File: config.mk
export PLATFORM = sky130hd
export DESIGN_NAME = spzu_top
export DESIGN_NICKNAME = d
export VERILOG_FILES = /design/src/design/spzu_pkg.sv /design/src/design/spzu_tick_div.sv /design/src/design/spzu_top.sv
export SDC_FILE = /design/constraint.sdc
export NUM_CORES = 1
export LEC_CHECK = 0
export ABC_CLOCK_PERIOD_IN_PS = 12200
export BUFFER_PORTS_ARGS = -buffer_cell sky130_fd_sc_hd__buf_4
export CAP_MARGIN = 20
export CORE_UTILIZATION = 35
export DETAILED_ROUTE_END_ITERATION = 10
export MAX_ROUTING_LAYER = met4
export PLACE_DENSITY = 0.56
export RECOVER_POWER = 50
export SLEW_MARGIN = 20
export SYNTH_ARGS = -nofsm -noshare
export SYNTH_HDL_FRONTEND = slang
export SYNTH_HIERARCHICAL = 1
export SYNTH_SLANG_ARGS = --single-unit
File: constraint.sdc
create_clock -name clk -period 12.2 [get_ports clk]
set_clock_uncertainty 0.2 [all_clocks]
set_input_delay 1.22 -clock clk [delete_from_list [all_inputs] [get_ports clk]]
set_output_delay 1.22 -clock clk [all_outputs]
set_load 0.05 [all_outputs]
File: src/design/spzu_pkg.sv
// constants, register map and carrier types of serial port zero
package spzu_pkg;

  // register indices; byte address on the bus is four times the index
  localparam logic [7:0]  IDX_POWER   = 8'h87;  // power_control
  localparam logic [7:0]  IDX_CTRL    = 8'h98;  // serial_control
  localparam logic [7:0]  IDX_BUF     = 8'h99;  // serial_buffer
  localparam logic [7:0]  IDX_BAUD    = 8'ha0;  // baud source select
  localparam logic [7:0]  IDX_ISTAT   = 8'ha1;  // interrupt status, write one to clear
  localparam logic [7:0]  IDX_IMASK   = 8'ha2;  // interrupt mask
  localparam int unsigned IDX_W       = 10;     // index bits decoded from haddr[11:2]

  // field positions
  localparam int unsigned POWER_DOUBLE_BIT = 7;  // double_rate_bit
  localparam int unsigned BAUD_BD_BIT      = 0;  // baud_prescaler_select

  // reset values
  localparam logic [7:0]  CTRL_RESET  = 8'h00;
  localparam logic        DOUBLE_RESET = 1'b0;
  localparam logic        BD_RESET    = 1'b0;
  localparam logic [1:0]  IRQ_RESET   = 2'h0;

  // rates, relative to the oscillator clock clk except the timer 1 overflow counts
  localparam int unsigned OSC_HZ        = 200_000_000;
  localparam int unsigned MODE0_DIV     = 12;     // shift mode bit = 12 clocks
  localparam int unsigned OVERSAMPLE    = 16;     // uart modes run 16 ticks per bit
  localparam int unsigned MODE2_DIV_FAST = 32;
  localparam int unsigned MODE2_DIV_SLOW = 64;
  localparam int unsigned BD_BAUD_LOW   = 4800;
  localparam int unsigned BD_BAUD_HIGH  = 9600;
  localparam int unsigned T1_OVF_FAST   = 1;      // overflows per tick, double rate
  localparam int unsigned T1_OVF_SLOW   = 2;      // overflows per tick, single rate

  // divider limits derived from the rates above
  localparam int unsigned DIV_W       = 12;
  localparam logic [DIV_W-1:0] LIM_HALF0 = DIV_W'(MODE0_DIV / 2);
  localparam logic [DIV_W-1:0] LIM_M2_FAST = DIV_W'(MODE2_DIV_FAST / OVERSAMPLE);
  localparam logic [DIV_W-1:0] LIM_M2_SLOW = DIV_W'(MODE2_DIV_SLOW / OVERSAMPLE);
  localparam logic [DIV_W-1:0] LIM_BD_LOW  = DIV_W'(OSC_HZ / (BD_BAUD_LOW * OVERSAMPLE));
  localparam logic [DIV_W-1:0] LIM_BD_HIGH = DIV_W'(OSC_HZ / (BD_BAUD_HIGH * OVERSAMPLE));
  localparam logic [DIV_W-1:0] LIM_T1_FAST = DIV_W'(T1_OVF_FAST);
  localparam logic [DIV_W-1:0] LIM_T1_SLOW = DIV_W'(T1_OVF_SLOW);

  // frame counters
  localparam logic [3:0]  FRAME8_LAST = 4'h9;  // start, 8 data, stop
  localparam logic [3:0]  FRAME9_LAST = 4'ha;  // start, 8 data, ninth, stop
  localparam logic [3:0]  SHIFT0_LAST = 4'h7;  // 8 bits in shift mode
  localparam logic [3:0]  SUB_MID     = 4'h7;  // sample point inside a bit
  localparam logic [3:0]  SUB_LAST    = 4'hf;  // last tick of a bit

  // operating modes as coded by mode_select_high:mode_select_low
  typedef enum logic [1:0] {
    MODE_SHIFT,
    MODE_UART8,
    MODE_UART9_FIXED,
    MODE_UART9_VAR
  } spzu_mode_e;

  // serial_control layout, msb first
  typedef struct packed {
    logic mode_select_high;
    logic mode_select_low;
    logic multiprocessor_enable;
    logic receive_enable_bit;
    logic transmit_ninth_bit;
    logic received_ninth_bit;
    logic transmit_done_flag;
    logic receive_done_flag;
  } spzu_ctrl_s;

  // interrupt status and mask layout
  typedef struct packed {
    logic rx;
    logic tx;
  } spzu_irq_s;

endpackage

File: src/design/spzu_tick_div.sv
// enable-pulse divider: one tick per limit enables
`timescale 1ns/10ps
`default_nettype none
module spzu_tick_div #(
  parameter int unsigned W = 12  // counter width
) (
  input  wire logic         clk,
  input  wire logic         rst,
  input  wire logic         en,     // counted event
  input  wire logic [W-1:0] limit,  // events per tick, at least one
  output logic              tick    // one-cycle pulse
);
  // refuse counters too narrow to be useful
  if (W < 2) begin : g_w_check
    $error("spzu_tick_div: W must be at least 2");
  end

  logic [W-1:0] cnt_q;  // events seen since last tick
  logic         wrap;   // this event completes a tick

  assign wrap = en && (cnt_q >= W'(limit - W'(1)));

  // count events, restart on wrap; a shrunk limit wraps at the next event
  always_ff @(posedge clk or posedge rst) begin
    if (rst) begin
      cnt_q <= '0;
    end else if (wrap) begin
      cnt_q <= '0;
    end else if (en) begin
      cnt_q <= W'(cnt_q + W'(1));
    end
  end

  assign tick = wrap;
endmodule
`default_nettype wire

File: src/design/spzu_top.sv
// serial port zero: four-mode serial interface behind an ahb-lite slave
//
// The AHB-Lite interface to the registers was chosen for this implementation.
`timescale 1ns/10ps
`default_nettype none
module spzu_top
  import spzu_pkg::*;
(
  input  wire logic        clk,
  input  wire logic        rst,
  input  wire logic        hsel,
  input  wire logic [31:0] haddr,
  input  wire logic [1:0]  htrans,
  input  wire logic        hwrite,
  input  wire logic [2:0]  hsize,
  input  wire logic [31:0] hwdata,
  input  wire logic        hready,
  output logic             hreadyout,
  output logic [31:0]      hrdata,
  output logic             hresp,
  input  wire logic        timer1_overflow,   // one-cycle pulse from timer 1
  input  wire logic        serial_in_pin_i,   // receive pin level
  output logic             serial_in_pin_o,   // receive pin drive in shift mode
  output logic             serial_in_pin_oe,  // high while driving receive pin
  output logic             serial_out_pin,    // transmit data or shift clock
  output logic             irq                // level interrupt
);
  typedef enum logic {TX_IDLE, TX_BUSY} spzu_tx_e;
  typedef enum logic {RX_IDLE, RX_BUSY} spzu_rx_e;

  // ---------------- bus slave ----------------
  logic             wr_pend_q;   // write data phase
  logic             rd_pend_q;   // read wait cycle
  logic [IDX_W-1:0] idx_q;       // latched register index
  logic [31:0]      hrdata_q;    // read data
  logic             addr_ok;
  logic             sel_ctrl, sel_buf, sel_power, sel_baud, sel_istat, sel_imask;
  logic             wr_ctrl, wr_buf, wr_power, wr_baud, wr_istat, wr_imask;
  logic [31:0]      rd_mux;
  logic             size_ok;     // size not checked; every transfer size changes state

  assign addr_ok   = hsel && htrans[1] && hready;
  assign size_ok   = 1'b1;
  assign sel_ctrl  = idx_q == IDX_W'(IDX_CTRL);
  assign sel_buf   = idx_q == IDX_W'(IDX_BUF);
  assign sel_power = idx_q == IDX_W'(IDX_POWER);
  assign sel_baud  = idx_q == IDX_W'(IDX_BAUD);
  assign sel_istat = idx_q == IDX_W'(IDX_ISTAT);
  assign sel_imask = idx_q == IDX_W'(IDX_IMASK);
  assign wr_ctrl   = wr_pend_q && sel_ctrl && size_ok;
  assign wr_buf    = wr_pend_q && sel_buf && size_ok;
  assign wr_power  = wr_pend_q && sel_power && size_ok;
  assign wr_baud   = wr_pend_q && sel_baud && size_ok;
  assign wr_istat  = wr_pend_q && sel_istat && size_ok;
  assign wr_imask  = wr_pend_q && sel_imask && size_ok;

  // latch address phase; reads take one wait cycle, writes none
  always_ff @(posedge clk or posedge rst) begin
    if (rst) begin
      wr_pend_q <= 1'b0;
      rd_pend_q <= 1'b0;
      idx_q     <= '0;
    end else begin
      wr_pend_q <= addr_ok && hwrite;
      rd_pend_q <= addr_ok && !hwrite;
      if (addr_ok) begin
        idx_q <= haddr[IDX_W+1:2];
      end
    end
  end

  // ---------------- registers ----------------
  spzu_ctrl_s ctrl_q, ctrl_d;     // serial_control
  logic       double_rate_bit_q;             // double_rate_bit
  logic       bd_q;               // baud_prescaler_select
  spzu_irq_s  istat_q, istat_d;   // sticky events
  spzu_irq_s  imask_q, imask_d;
  logic [7:0] rxbuf_q;            // receive register behind serial_buffer
  logic       irq_q;
  logic       ti_set, ri_set;     // hardware flag events
  logic       rx_accept, rx_bit8, rx_uart_acc;
  logic [7:0] rx_data;

  // reads: serial_buffer returns the receive register only
  assign rd_mux = sel_ctrl  ? {24'h0, ctrl_q} :
                  sel_buf   ? {24'h0, rxbuf_q} :
                  sel_power ? {24'h0, double_rate_bit_q, 7'h0} :
                  sel_baud  ? {31'h0, bd_q} :
                  sel_istat ? {30'h0, istat_q} :
                  sel_imask ? {30'h0, imask_q} : 32'h0;

  // flag next values: hardware set wins over a software write
  always_comb begin
    ctrl_d = wr_ctrl ? spzu_ctrl_s'(hwdata[7:0]) : ctrl_q;
    if (ti_set) begin
      ctrl_d.transmit_done_flag = 1'b1;
    end
    if (ri_set) begin
      ctrl_d.receive_done_flag = 1'b1;
    end
    if (rx_uart_acc) begin
      ctrl_d.received_ninth_bit = rx_bit8;
    end
    istat_d = wr_istat ? (istat_q & ~spzu_irq_s'(hwdata[1:0])) : istat_q;
    istat_d.tx = istat_d.tx | ti_set;
    istat_d.rx = istat_d.rx | ri_set;
    imask_d = wr_imask ? spzu_irq_s'(hwdata[1:0]) : imask_q;
  end

  // register storage, read data and interrupt level
  always_ff @(posedge clk or posedge rst) begin
    if (rst) begin
      ctrl_q   <= spzu_ctrl_s'(CTRL_RESET);
      double_rate_bit_q   <= DOUBLE_RESET;
      bd_q     <= BD_RESET;
      istat_q  <= spzu_irq_s'(IRQ_RESET);
      imask_q  <= spzu_irq_s'(IRQ_RESET);
      rxbuf_q  <= 8'h00;
      hrdata_q <= 32'h0;
      irq_q    <= 1'b0;
    end else begin
      ctrl_q  <= ctrl_d;
      istat_q <= istat_d;
      imask_q <= imask_d;
      irq_q   <= |(istat_d & imask_d);
      if (wr_power) begin
        double_rate_bit_q <= hwdata[POWER_DOUBLE_BIT];
      end
      if (wr_baud) begin
        bd_q <= hwdata[BAUD_BD_BIT];
      end
      if (rx_accept) begin
        rxbuf_q <= rx_data;
      end
      if (rd_pend_q) begin
        hrdata_q <= rd_mux;
      end
    end
  end

  assign hreadyout = !rd_pend_q;
  assign hrdata    = hrdata_q;
  assign hresp     = 1'b0;
  assign irq       = irq_q;

  // ---------------- mode and rate ----------------
  spzu_mode_e mode;
  logic       mode0, nine;
  logic [3:0] frame_last;
  logic       tick_half, tick_m2, tick_t1, tick_bd, tick16;

  assign mode       = spzu_mode_e'({ctrl_q.mode_select_high, ctrl_q.mode_select_low});
  assign mode0      = mode == MODE_SHIFT;
  assign nine       = (mode == MODE_UART9_FIXED) || (mode == MODE_UART9_VAR);
  assign frame_last = nine ? FRAME9_LAST : FRAME8_LAST;

  // half bit of shift mode, fixed six clocks
  spzu_tick_div #(.W(DIV_W)) u_div_half (
    .clk   (clk),
    .rst   (rst),
    .en    (1'b1),
    .limit (LIM_HALF0),
    .tick  (tick_half)
  );

  // fixed 9-bit rate, double_rate_bit picks /32 over /64
  spzu_tick_div #(.W(DIV_W)) u_div_m2 (
    .clk   (clk),
    .rst   (rst),
    .en    (1'b1),
    .limit (double_rate_bit_q ? LIM_M2_FAST : LIM_M2_SLOW),
    .tick  (tick_m2)
  );

  // timer overflows, whatever timer mode produced them
  spzu_tick_div #(.W(DIV_W)) u_div_t1 (
    .clk   (clk),
    .rst   (rst),
    .en    (timer1_overflow),
    .limit (double_rate_bit_q ? LIM_T1_FAST : LIM_T1_SLOW),
    .tick  (tick_t1)
  );

  // dedicated prescaler, 9600 with double rate else 4800
  spzu_tick_div #(.W(DIV_W)) u_div_bd (
    .clk   (clk),
    .rst   (rst),
    .en    (1'b1),
    .limit (double_rate_bit_q ? LIM_BD_HIGH : LIM_BD_LOW),
    .tick  (tick_bd)
  );

  // oversample tick: modes 1 and 3 share the variable source
  assign tick16 = (mode == MODE_UART9_FIXED) ? tick_m2 :
                  bd_q ? tick_bd : tick_t1;

  // ---------------- transmitter ----------------
  spzu_tx_e    tx_st_q;
  logic [10:0] tx_sh_q;   // frame, lsb goes out first
  logic [3:0]  tx_bit_q;  // bit index in frame
  logic [3:0]  tx_sub_q;  // oversample tick within bit
  logic        tx_ph_q;   // shift mode: 0 clock low, 1 clock high
  logic        tx_busy;

  assign tx_busy = tx_st_q == TX_BUSY;
  assign ti_set  = tx_busy && ((mode0 && tick_half && tx_ph_q && tx_bit_q == SHIFT0_LAST) ||
                   (!mode0 && tick16 && tx_sub_q == SUB_LAST &&
                    4'(tx_bit_q + 4'h1) == frame_last));

  // load on buffer write, then shift at the mode's rate
  always_ff @(posedge clk or posedge rst) begin
    if (rst) begin
      tx_st_q  <= TX_IDLE;
      tx_sh_q  <= '1;
      tx_bit_q <= 4'h0;
      tx_sub_q <= 4'h0;
      tx_ph_q  <= 1'b0;
    end else if (wr_buf) begin
      tx_st_q  <= TX_BUSY;
      tx_bit_q <= 4'h0;
      tx_sub_q <= 4'h0;
      tx_ph_q  <= 1'b0;
      if (mode0) begin
        tx_sh_q <= {3'b111, hwdata[7:0]};
      end else if (nine) begin
        tx_sh_q <= {1'b1, ctrl_q.transmit_ninth_bit, hwdata[7:0], 1'b0};
      end else begin
        tx_sh_q <= {2'b11, hwdata[7:0], 1'b0};
      end
    end else if (tx_busy && mode0 && tick_half) begin
      tx_ph_q <= !tx_ph_q;
      if (tx_ph_q) begin
        // end of bit: next data bit, or done after eight
        tx_sh_q  <= {1'b1, tx_sh_q[10:1]};
        tx_bit_q <= 4'(tx_bit_q + 4'h1);
        if (tx_bit_q == SHIFT0_LAST) begin
          tx_st_q <= TX_IDLE;
        end
      end
    end else if (tx_busy && !mode0 && tick16) begin
      tx_sub_q <= 4'(tx_sub_q + 4'h1);
      if (tx_sub_q == SUB_LAST) begin
        if (tx_bit_q == frame_last) begin
          tx_st_q <= TX_IDLE;
        end else begin
          tx_sh_q  <= {1'b1, tx_sh_q[10:1]};
          tx_bit_q <= 4'(tx_bit_q + 4'h1);
        end
      end
    end
  end

  // ---------------- receiver ----------------
  spzu_rx_e   rx_st_q;
  logic       rx_m_q, rx_s_q, rx_prev_q;  // pin synchroniser and edge history
  logic [9:0] rx_sh_q;
  logic [9:0] rx_full;
  logic [3:0] rx_bit_q, rx_sub_q;
  logic       rx_ph_q;
  logic       rx_busy, start_u, start_0, samp_u, end_u, end_0, false_start;

  assign rx_busy     = rx_st_q == RX_BUSY;
  assign start_u     = !rx_busy && !mode0 && ctrl_q.receive_enable_bit &&
                       rx_prev_q && !rx_s_q;
  assign start_0     = !rx_busy && mode0 && ctrl_q.receive_enable_bit &&
                       !ctrl_q.receive_done_flag && !tx_busy && !wr_buf && tick_half;
  assign samp_u      = rx_busy && !mode0 && tick16 && rx_sub_q == SUB_MID;
  assign false_start = samp_u && rx_bit_q == 4'h0 && rx_s_q;
  assign end_u       = samp_u && rx_bit_q == frame_last;
  assign end_0       = rx_busy && mode0 && tick_half && rx_ph_q && rx_bit_q == SHIFT0_LAST;
  assign rx_full     = {rx_s_q, rx_sh_q[9:1]};
  // 9-bit: ninth then ignored stop; 8-bit: stop lands in ninth flag
  assign rx_data     = mode0 ? rx_sh_q[7:0] : nine ? rx_full[7:0] : rx_full[8:1];
  assign rx_bit8     = nine ? rx_full[8] : rx_full[9];
  assign rx_uart_acc = end_u && !ctrl_q.receive_done_flag &&
                       (!ctrl_q.multiprocessor_enable || rx_bit8);
  assign rx_accept   = rx_uart_acc || end_0;
  assign ri_set      = rx_accept;

  // receive framing; shift mode start waits for an idle transmitter
  always_ff @(posedge clk or posedge rst) begin
    if (rst) begin
      rx_m_q    <= 1'b1;
      rx_s_q    <= 1'b1;
      rx_prev_q <= 1'b1;
      rx_st_q   <= RX_IDLE;
      rx_sh_q   <= '0;
      rx_bit_q  <= 4'h0;
      rx_sub_q  <= 4'h0;
      rx_ph_q   <= 1'b0;
    end else begin
      rx_m_q    <= serial_in_pin_i;
      rx_s_q    <= rx_m_q;
      rx_prev_q <= rx_s_q;
      if (start_u || start_0) begin
        rx_st_q  <= RX_BUSY;
        rx_bit_q <= 4'h0;
        rx_sub_q <= 4'h0;
        rx_ph_q  <= 1'b0;
        rx_sh_q  <= '0;
      end else if (rx_busy && mode0 && tick_half) begin
        rx_ph_q <= !rx_ph_q;
        if (!rx_ph_q) begin
          rx_sh_q <= {2'b00, rx_s_q, rx_sh_q[7:1]};  // sample at clock rise
        end else begin
          rx_bit_q <= 4'(rx_bit_q + 4'h1);
          if (rx_bit_q == SHIFT0_LAST) begin
            rx_st_q <= RX_IDLE;
          end
        end
      end else if (rx_busy && !mode0 && tick16) begin
        rx_sub_q <= 4'(rx_sub_q + 4'h1);
        if (samp_u) begin
          if (false_start || end_u) begin
            rx_st_q <= RX_IDLE;  // glitch rejected or frame complete
          end else begin
            rx_bit_q <= 4'(rx_bit_q + 4'h1);
            if (rx_bit_q != 4'h0) begin
              rx_sh_q <= rx_full;
            end
          end
        end
      end
    end
  end

  // ---------------- pins ----------------
  logic out_q, in_o_q, in_oe_q, out_d;

  // shift mode: clock low in first half of each bit, idles high
  assign out_d = mode0 ? !((tx_busy && !tx_ph_q) || (rx_busy && !rx_ph_q)) :
                 tx_busy ? tx_sh_q[0] : 1'b1;

  // registered pin drive
  always_ff @(posedge clk or posedge rst) begin
    if (rst) begin
      out_q   <= 1'b1;
      in_o_q  <= 1'b1;
      in_oe_q <= 1'b0;
    end else begin
      out_q   <= out_d;
      in_o_q  <= tx_sh_q[0];
      in_oe_q <= tx_busy && mode0;
    end
  end

  assign serial_out_pin   = out_q;
  assign serial_in_pin_o  = in_o_q;
  assign serial_in_pin_oe = in_oe_q;

  // ---------------- checks ----------------
  a_tx_start_low: assert property (@(posedge clk) disable iff (rst)
    (wr_buf && !mode0 && !wr_ctrl) |-> ##2 (serial_out_pin == 1'b0))
    else $error("start bit not driven after buffer write");
  a_ti_stop_high: assert property (@(posedge clk) disable iff (rst)
    (ti_set && !mode0 && !wr_buf && !wr_ctrl) |-> ##2 (serial_out_pin == 1'b1))
    else $error("transmit flag not at stop bit");
  a_ti_sticky: assert property (@(posedge clk) disable iff (rst)
    (ctrl_q.transmit_done_flag && !wr_ctrl) |=> ctrl_q.transmit_done_flag)
    else $error("transmit flag cleared by hardware");
  a_half_period: assert property (@(posedge clk) disable iff (rst)
    tick_half |=> (!tick_half)[*5] ##1 tick_half)
    else $error("shift mode half bit not six clocks");
  a_m2_fast_rate: assert property (@(posedge clk) disable iff (rst)
    (tick_m2 && double_rate_bit_q && !wr_power) ##1 !wr_power |-> !tick_m2 ##1 tick_m2)
    else $error("fixed rate not clk/32 with double rate");
  a_mp_block: assert property (@(posedge clk) disable iff (rst)
    (end_u && ctrl_q.multiprocessor_enable && !rx_bit8 && !ctrl_q.receive_done_flag
     && !wr_ctrl) |=> !ctrl_q.receive_done_flag)
    else $error("receive flag raised for unaddressed frame");
  a_ninth_load: assert property (@(posedge clk) disable iff (rst)
    (rx_uart_acc && !wr_ctrl) |=> (ctrl_q.received_ninth_bit == $past(rx_bit8)))
    else $error("received ninth bit not stored");
  a_rxbuf_apart: assert property (@(posedge clk) disable iff (rst)
    (wr_buf && !rx_accept) |=> $stable(rxbuf_q))
    else $error("buffer write changed receive register");
  a_tx_ninth: assert property (@(posedge clk) disable iff (rst)
    (wr_buf && nine) |=> (tx_sh_q[9] == $past(ctrl_q.transmit_ninth_bit)))
    else $error("ninth bit not taken from control");
  a_shift_drive: assert property (@(posedge clk) disable iff (rst)
    (tx_busy && mode0) |=> serial_in_pin_oe)
    else $error("shift mode data pin not driven");
endmodule
`default_nettype wire

==> results.md <==
- Worst skew pair latency: 0.44 ns
- Placed cells: between 1,000 and 1,500
- Hold Crit Class: register to register
- Status: finished, violations left
- Overall power: 1.596 mW
- Final hold vios: 0
- Die H: 163.7 microns
- Die Area: 26,790 sq um
- Minimum clock period: 6.516 ns
- Max-slew headroom: -124.4%
- CP endpoint kind: register
- DR WL/cell: 12.99 microns
- Max-cap violations: 1
- NumNets Final: 1,231
- Total CTS buffers: 17
- Reg clk slew, reported paths: 0.07 ns
- Final period utilization: 53.41%
- Ys Warns: 6
- Initial antenna violation count: 0
- Share of cells above drive strength 1: 17.07%
- Via/cell ratio: 4.672
- Synth async-reset ratio: 100.0%
- Count of pins over their slew limit: 64
- Syn Area/Cell: between 9 and 10 sq um
- Cell Pwr Density: 150.1 nW/um^2
- Leak: approximately 4.8 nW
- Synthesized flop and latch total: 137
- CTS HTree Levels: 4
- Crit Path Max Fanout: 22
- Worst slew pin tran: approximately 3.4 ns
- Total track usage: around 16%
- Failing checks: max-capacitance violations, max-slew violations
- Largest net degree at the start of global routing: 64
- Mapped Cells: 941
- DR pass1 iterations: 5
- Area grow syn2layout: 16.19%
- Drt total wl: 18,670 microns
- Root Buffer: clkbuf_16
- Clock Tree Buf Depth: 2
- Ports: 114
- Global-route wire length before repair: 32,090 microns
- Setup Crit Path Kind: register to register
- Clock sinks: roughly 140
- R2R cell count: 17
- # DRC: 0
- WP data required: 12.32 ns
- Setup violators final: 0
- Setup Total Neg Slack: 0 ns
- Die Wd: 163.7 microns
- Initial Util: 36.01%
- DP HPWL: 13,690 microns
- Area of the multi-input gates: around 5700 sq um
- Max Clk Rate: 153.5 MHz
- 1st-iter DRT viols: 307
- Startpoint Class: register
- Synth unique cells: 73
- RSZ-0062 raised after global routing: false
- Hold buffer count at cts: 0
- Post-synth EDFFs: 0
- Ant diodes: 0
- Seq/Total Area, Yosys: about 38%
- Core area: 25,400 sq um
- CTS tree: done
- GP Congestion: approximately 0.75
- Count of cells resized by post-cts repair: 0
- Worst EP arrival: 6.63 ns
- VDD IR max: 0.09287 mV
- Register area: 3447 sq um
- Filler Cell Count: 2,514
- Vias in the first global route: between 6,000 and 7,000
- Dominant synthesized flop cell: dfrtp_1
- Setup slack, reg-to-reg: 5.68 ns
- Grt total ovfl: 0
- Routed via count: roughly 6,700
- Post-Syn Area: 9148 sq um
- FP Rows: 58
- Antenna Nets Post-Route: 0
- Post-CTS Setup Bufs: 0
- I/O Buffers: 38
- WHS Path Cells: 0
- Fin cells: 1,437
==> flip-flops by register name, indices dropped and copies added (netlist names), 2 cells and up <==
register / flops
u_div_half/cnt_q: 12
tx_bit_q: 4
tx_sub_q: 4
rx_bit_q: 4
u_div_t1/cnt_q: 12
u_div_m2/cnt_q: 12
u_div_bd/cnt_q: 12
tx_sh_q: 10
rx_sh_q: 10
hrdata: 8
idx_q: 10
imask_q: 2
ctrl_q: 8
rxbuf_q: 8
istat_q: 2
rx_sub_q: 4
==> cell usage after synthesis, types with 15 or more instances <==
library cell	instances	area (sq um)
a21oi_1	30	150.1
buf_4	25	187.7
clkbuf_1	18	67.56
dfrtp_1	122	3053
dfstp_2	15	394.1
ha_1	61	763.2
inv_1	57	214.0
mux2_2	25	281.5
mux2i_1	42	420.4
nand2_1	67	251.5
nand3_1	47	235.2
nand4_1	16	100.1
nor2_1	67	251.5
nor2_2	20	125.1
o21ai_0	23	115.1
o21ai_1	32	160.2
xnor2_1	43	376.6
xor2_1	30	262.8
==> power breakdown <==
group | total (mW) | internal, mW | switching (mW)
Sequential | 0.674 | 0.564 | 0.110
Combinational | 0.415 | 0.182 | 0.233
Clock | 0.507 | 0.272 | 0.235
==> cell type report <==
type	instances	area share (%)
sequential	137	32.43
clock buffer	17	4.002
clock inverter	15	1.424
inverter	57	2.025
timing repair buffer	41	2.825
multi-input combinational	840	53.41
tap	330	3.885
==> critical path: stages, from the launching register on <==
cell and delay, ns:
dfrtp_1 0.93, inv_1 0.64, inv_1 0.18, ha_1 0.19
nor3b_2 0.28, nand2_1 0.11, nor4_1 0.25, xnor2_1 0.11
ha_1 0.30, nand4_1 0.15, nor3_2 0.28, a211oi_4 0.13
nor2b_2 0.53, mux2i_1 0.32, a2111oi_2 0.74, a31oi_1 0.25
a21oi_4 0.47, mux2_4 0.34
==> stage by stage <==
step                hold slack (ns)  setup WS, ns  area, sq um  utilization [%]
CTS                          0.1659         5.553        10650            41.93
detailed placement           0.1481         5.581        10070            39.66
floorplan                    0.1452         7.323         9699                -
global placement             0.1466         5.593        10070            39.66
finish                       0.1716         5.684        10630            41.85
global route                 0.1744         5.083        10630            41.85
==> cell usage in the layout, fill, tap and decap left out, types with 9 or more instances in the layout <==
cell type / n
o21ai_0: 26
and3_1: 13
nand2_1: 67
dfstp_2: 13
conb_1: 149
a31oi_1: 9
nor2b_1: 9
a211oi_1: 12
inv_1: 56
a21oi_1: 30
mux2_2: 25
o21ai_1: 29
and4_1: 10
nor2_1: 67
buf_4: 37
nand4_1: 16
clkbuf_16: 17
ha_1: 61
mux2i_1: 42
xor2_1: 30
xnor2_1: 43
nor3_2: 12
nand3_1: 47
nor2_2: 20
dfrtp_1: 122
nor4_1: 9
==> layer usage <==
layer | global-route usage, % | routed length (microns)
met1 | 19.96 | 9142
met5 | - | 0
met3 | 2.565 | 438
met4 | 4.209 | 213
met2 | 25.33 | 8878
==> cell families after synthesis <==
family | Yosys count | share of synthesized area (%)
and+or+nand+nor | 339 | 21.84
AOI/OAI and AO/OA | 149 | 10.90
DFF | 137 | 37.68
buffers and inverters | 111 | 6.155
xor gates and xnor gates | 73 | 6.989
muxes | 69 | 8.002
adders and majority gates | 61 | 8.344
other | 2 | 0.08210
==> final timing paths <==
path                                    from                end
setup / recovery           double_rate_bit_q         rx_sh_q[7]
hold / removal                        rx_m_q             rx_s_q
max in group asynchronous                rst          hrdata[5]
min in group asynchronous                rst  u_div_t1/cnt_q[4]
setup reg to reg           double_rate_bit_q         rx_sh_q[7]
hold reg to reg                       rx_m_q             rx_s_q
Note: power is estimated with default switching activity, not from simulation.
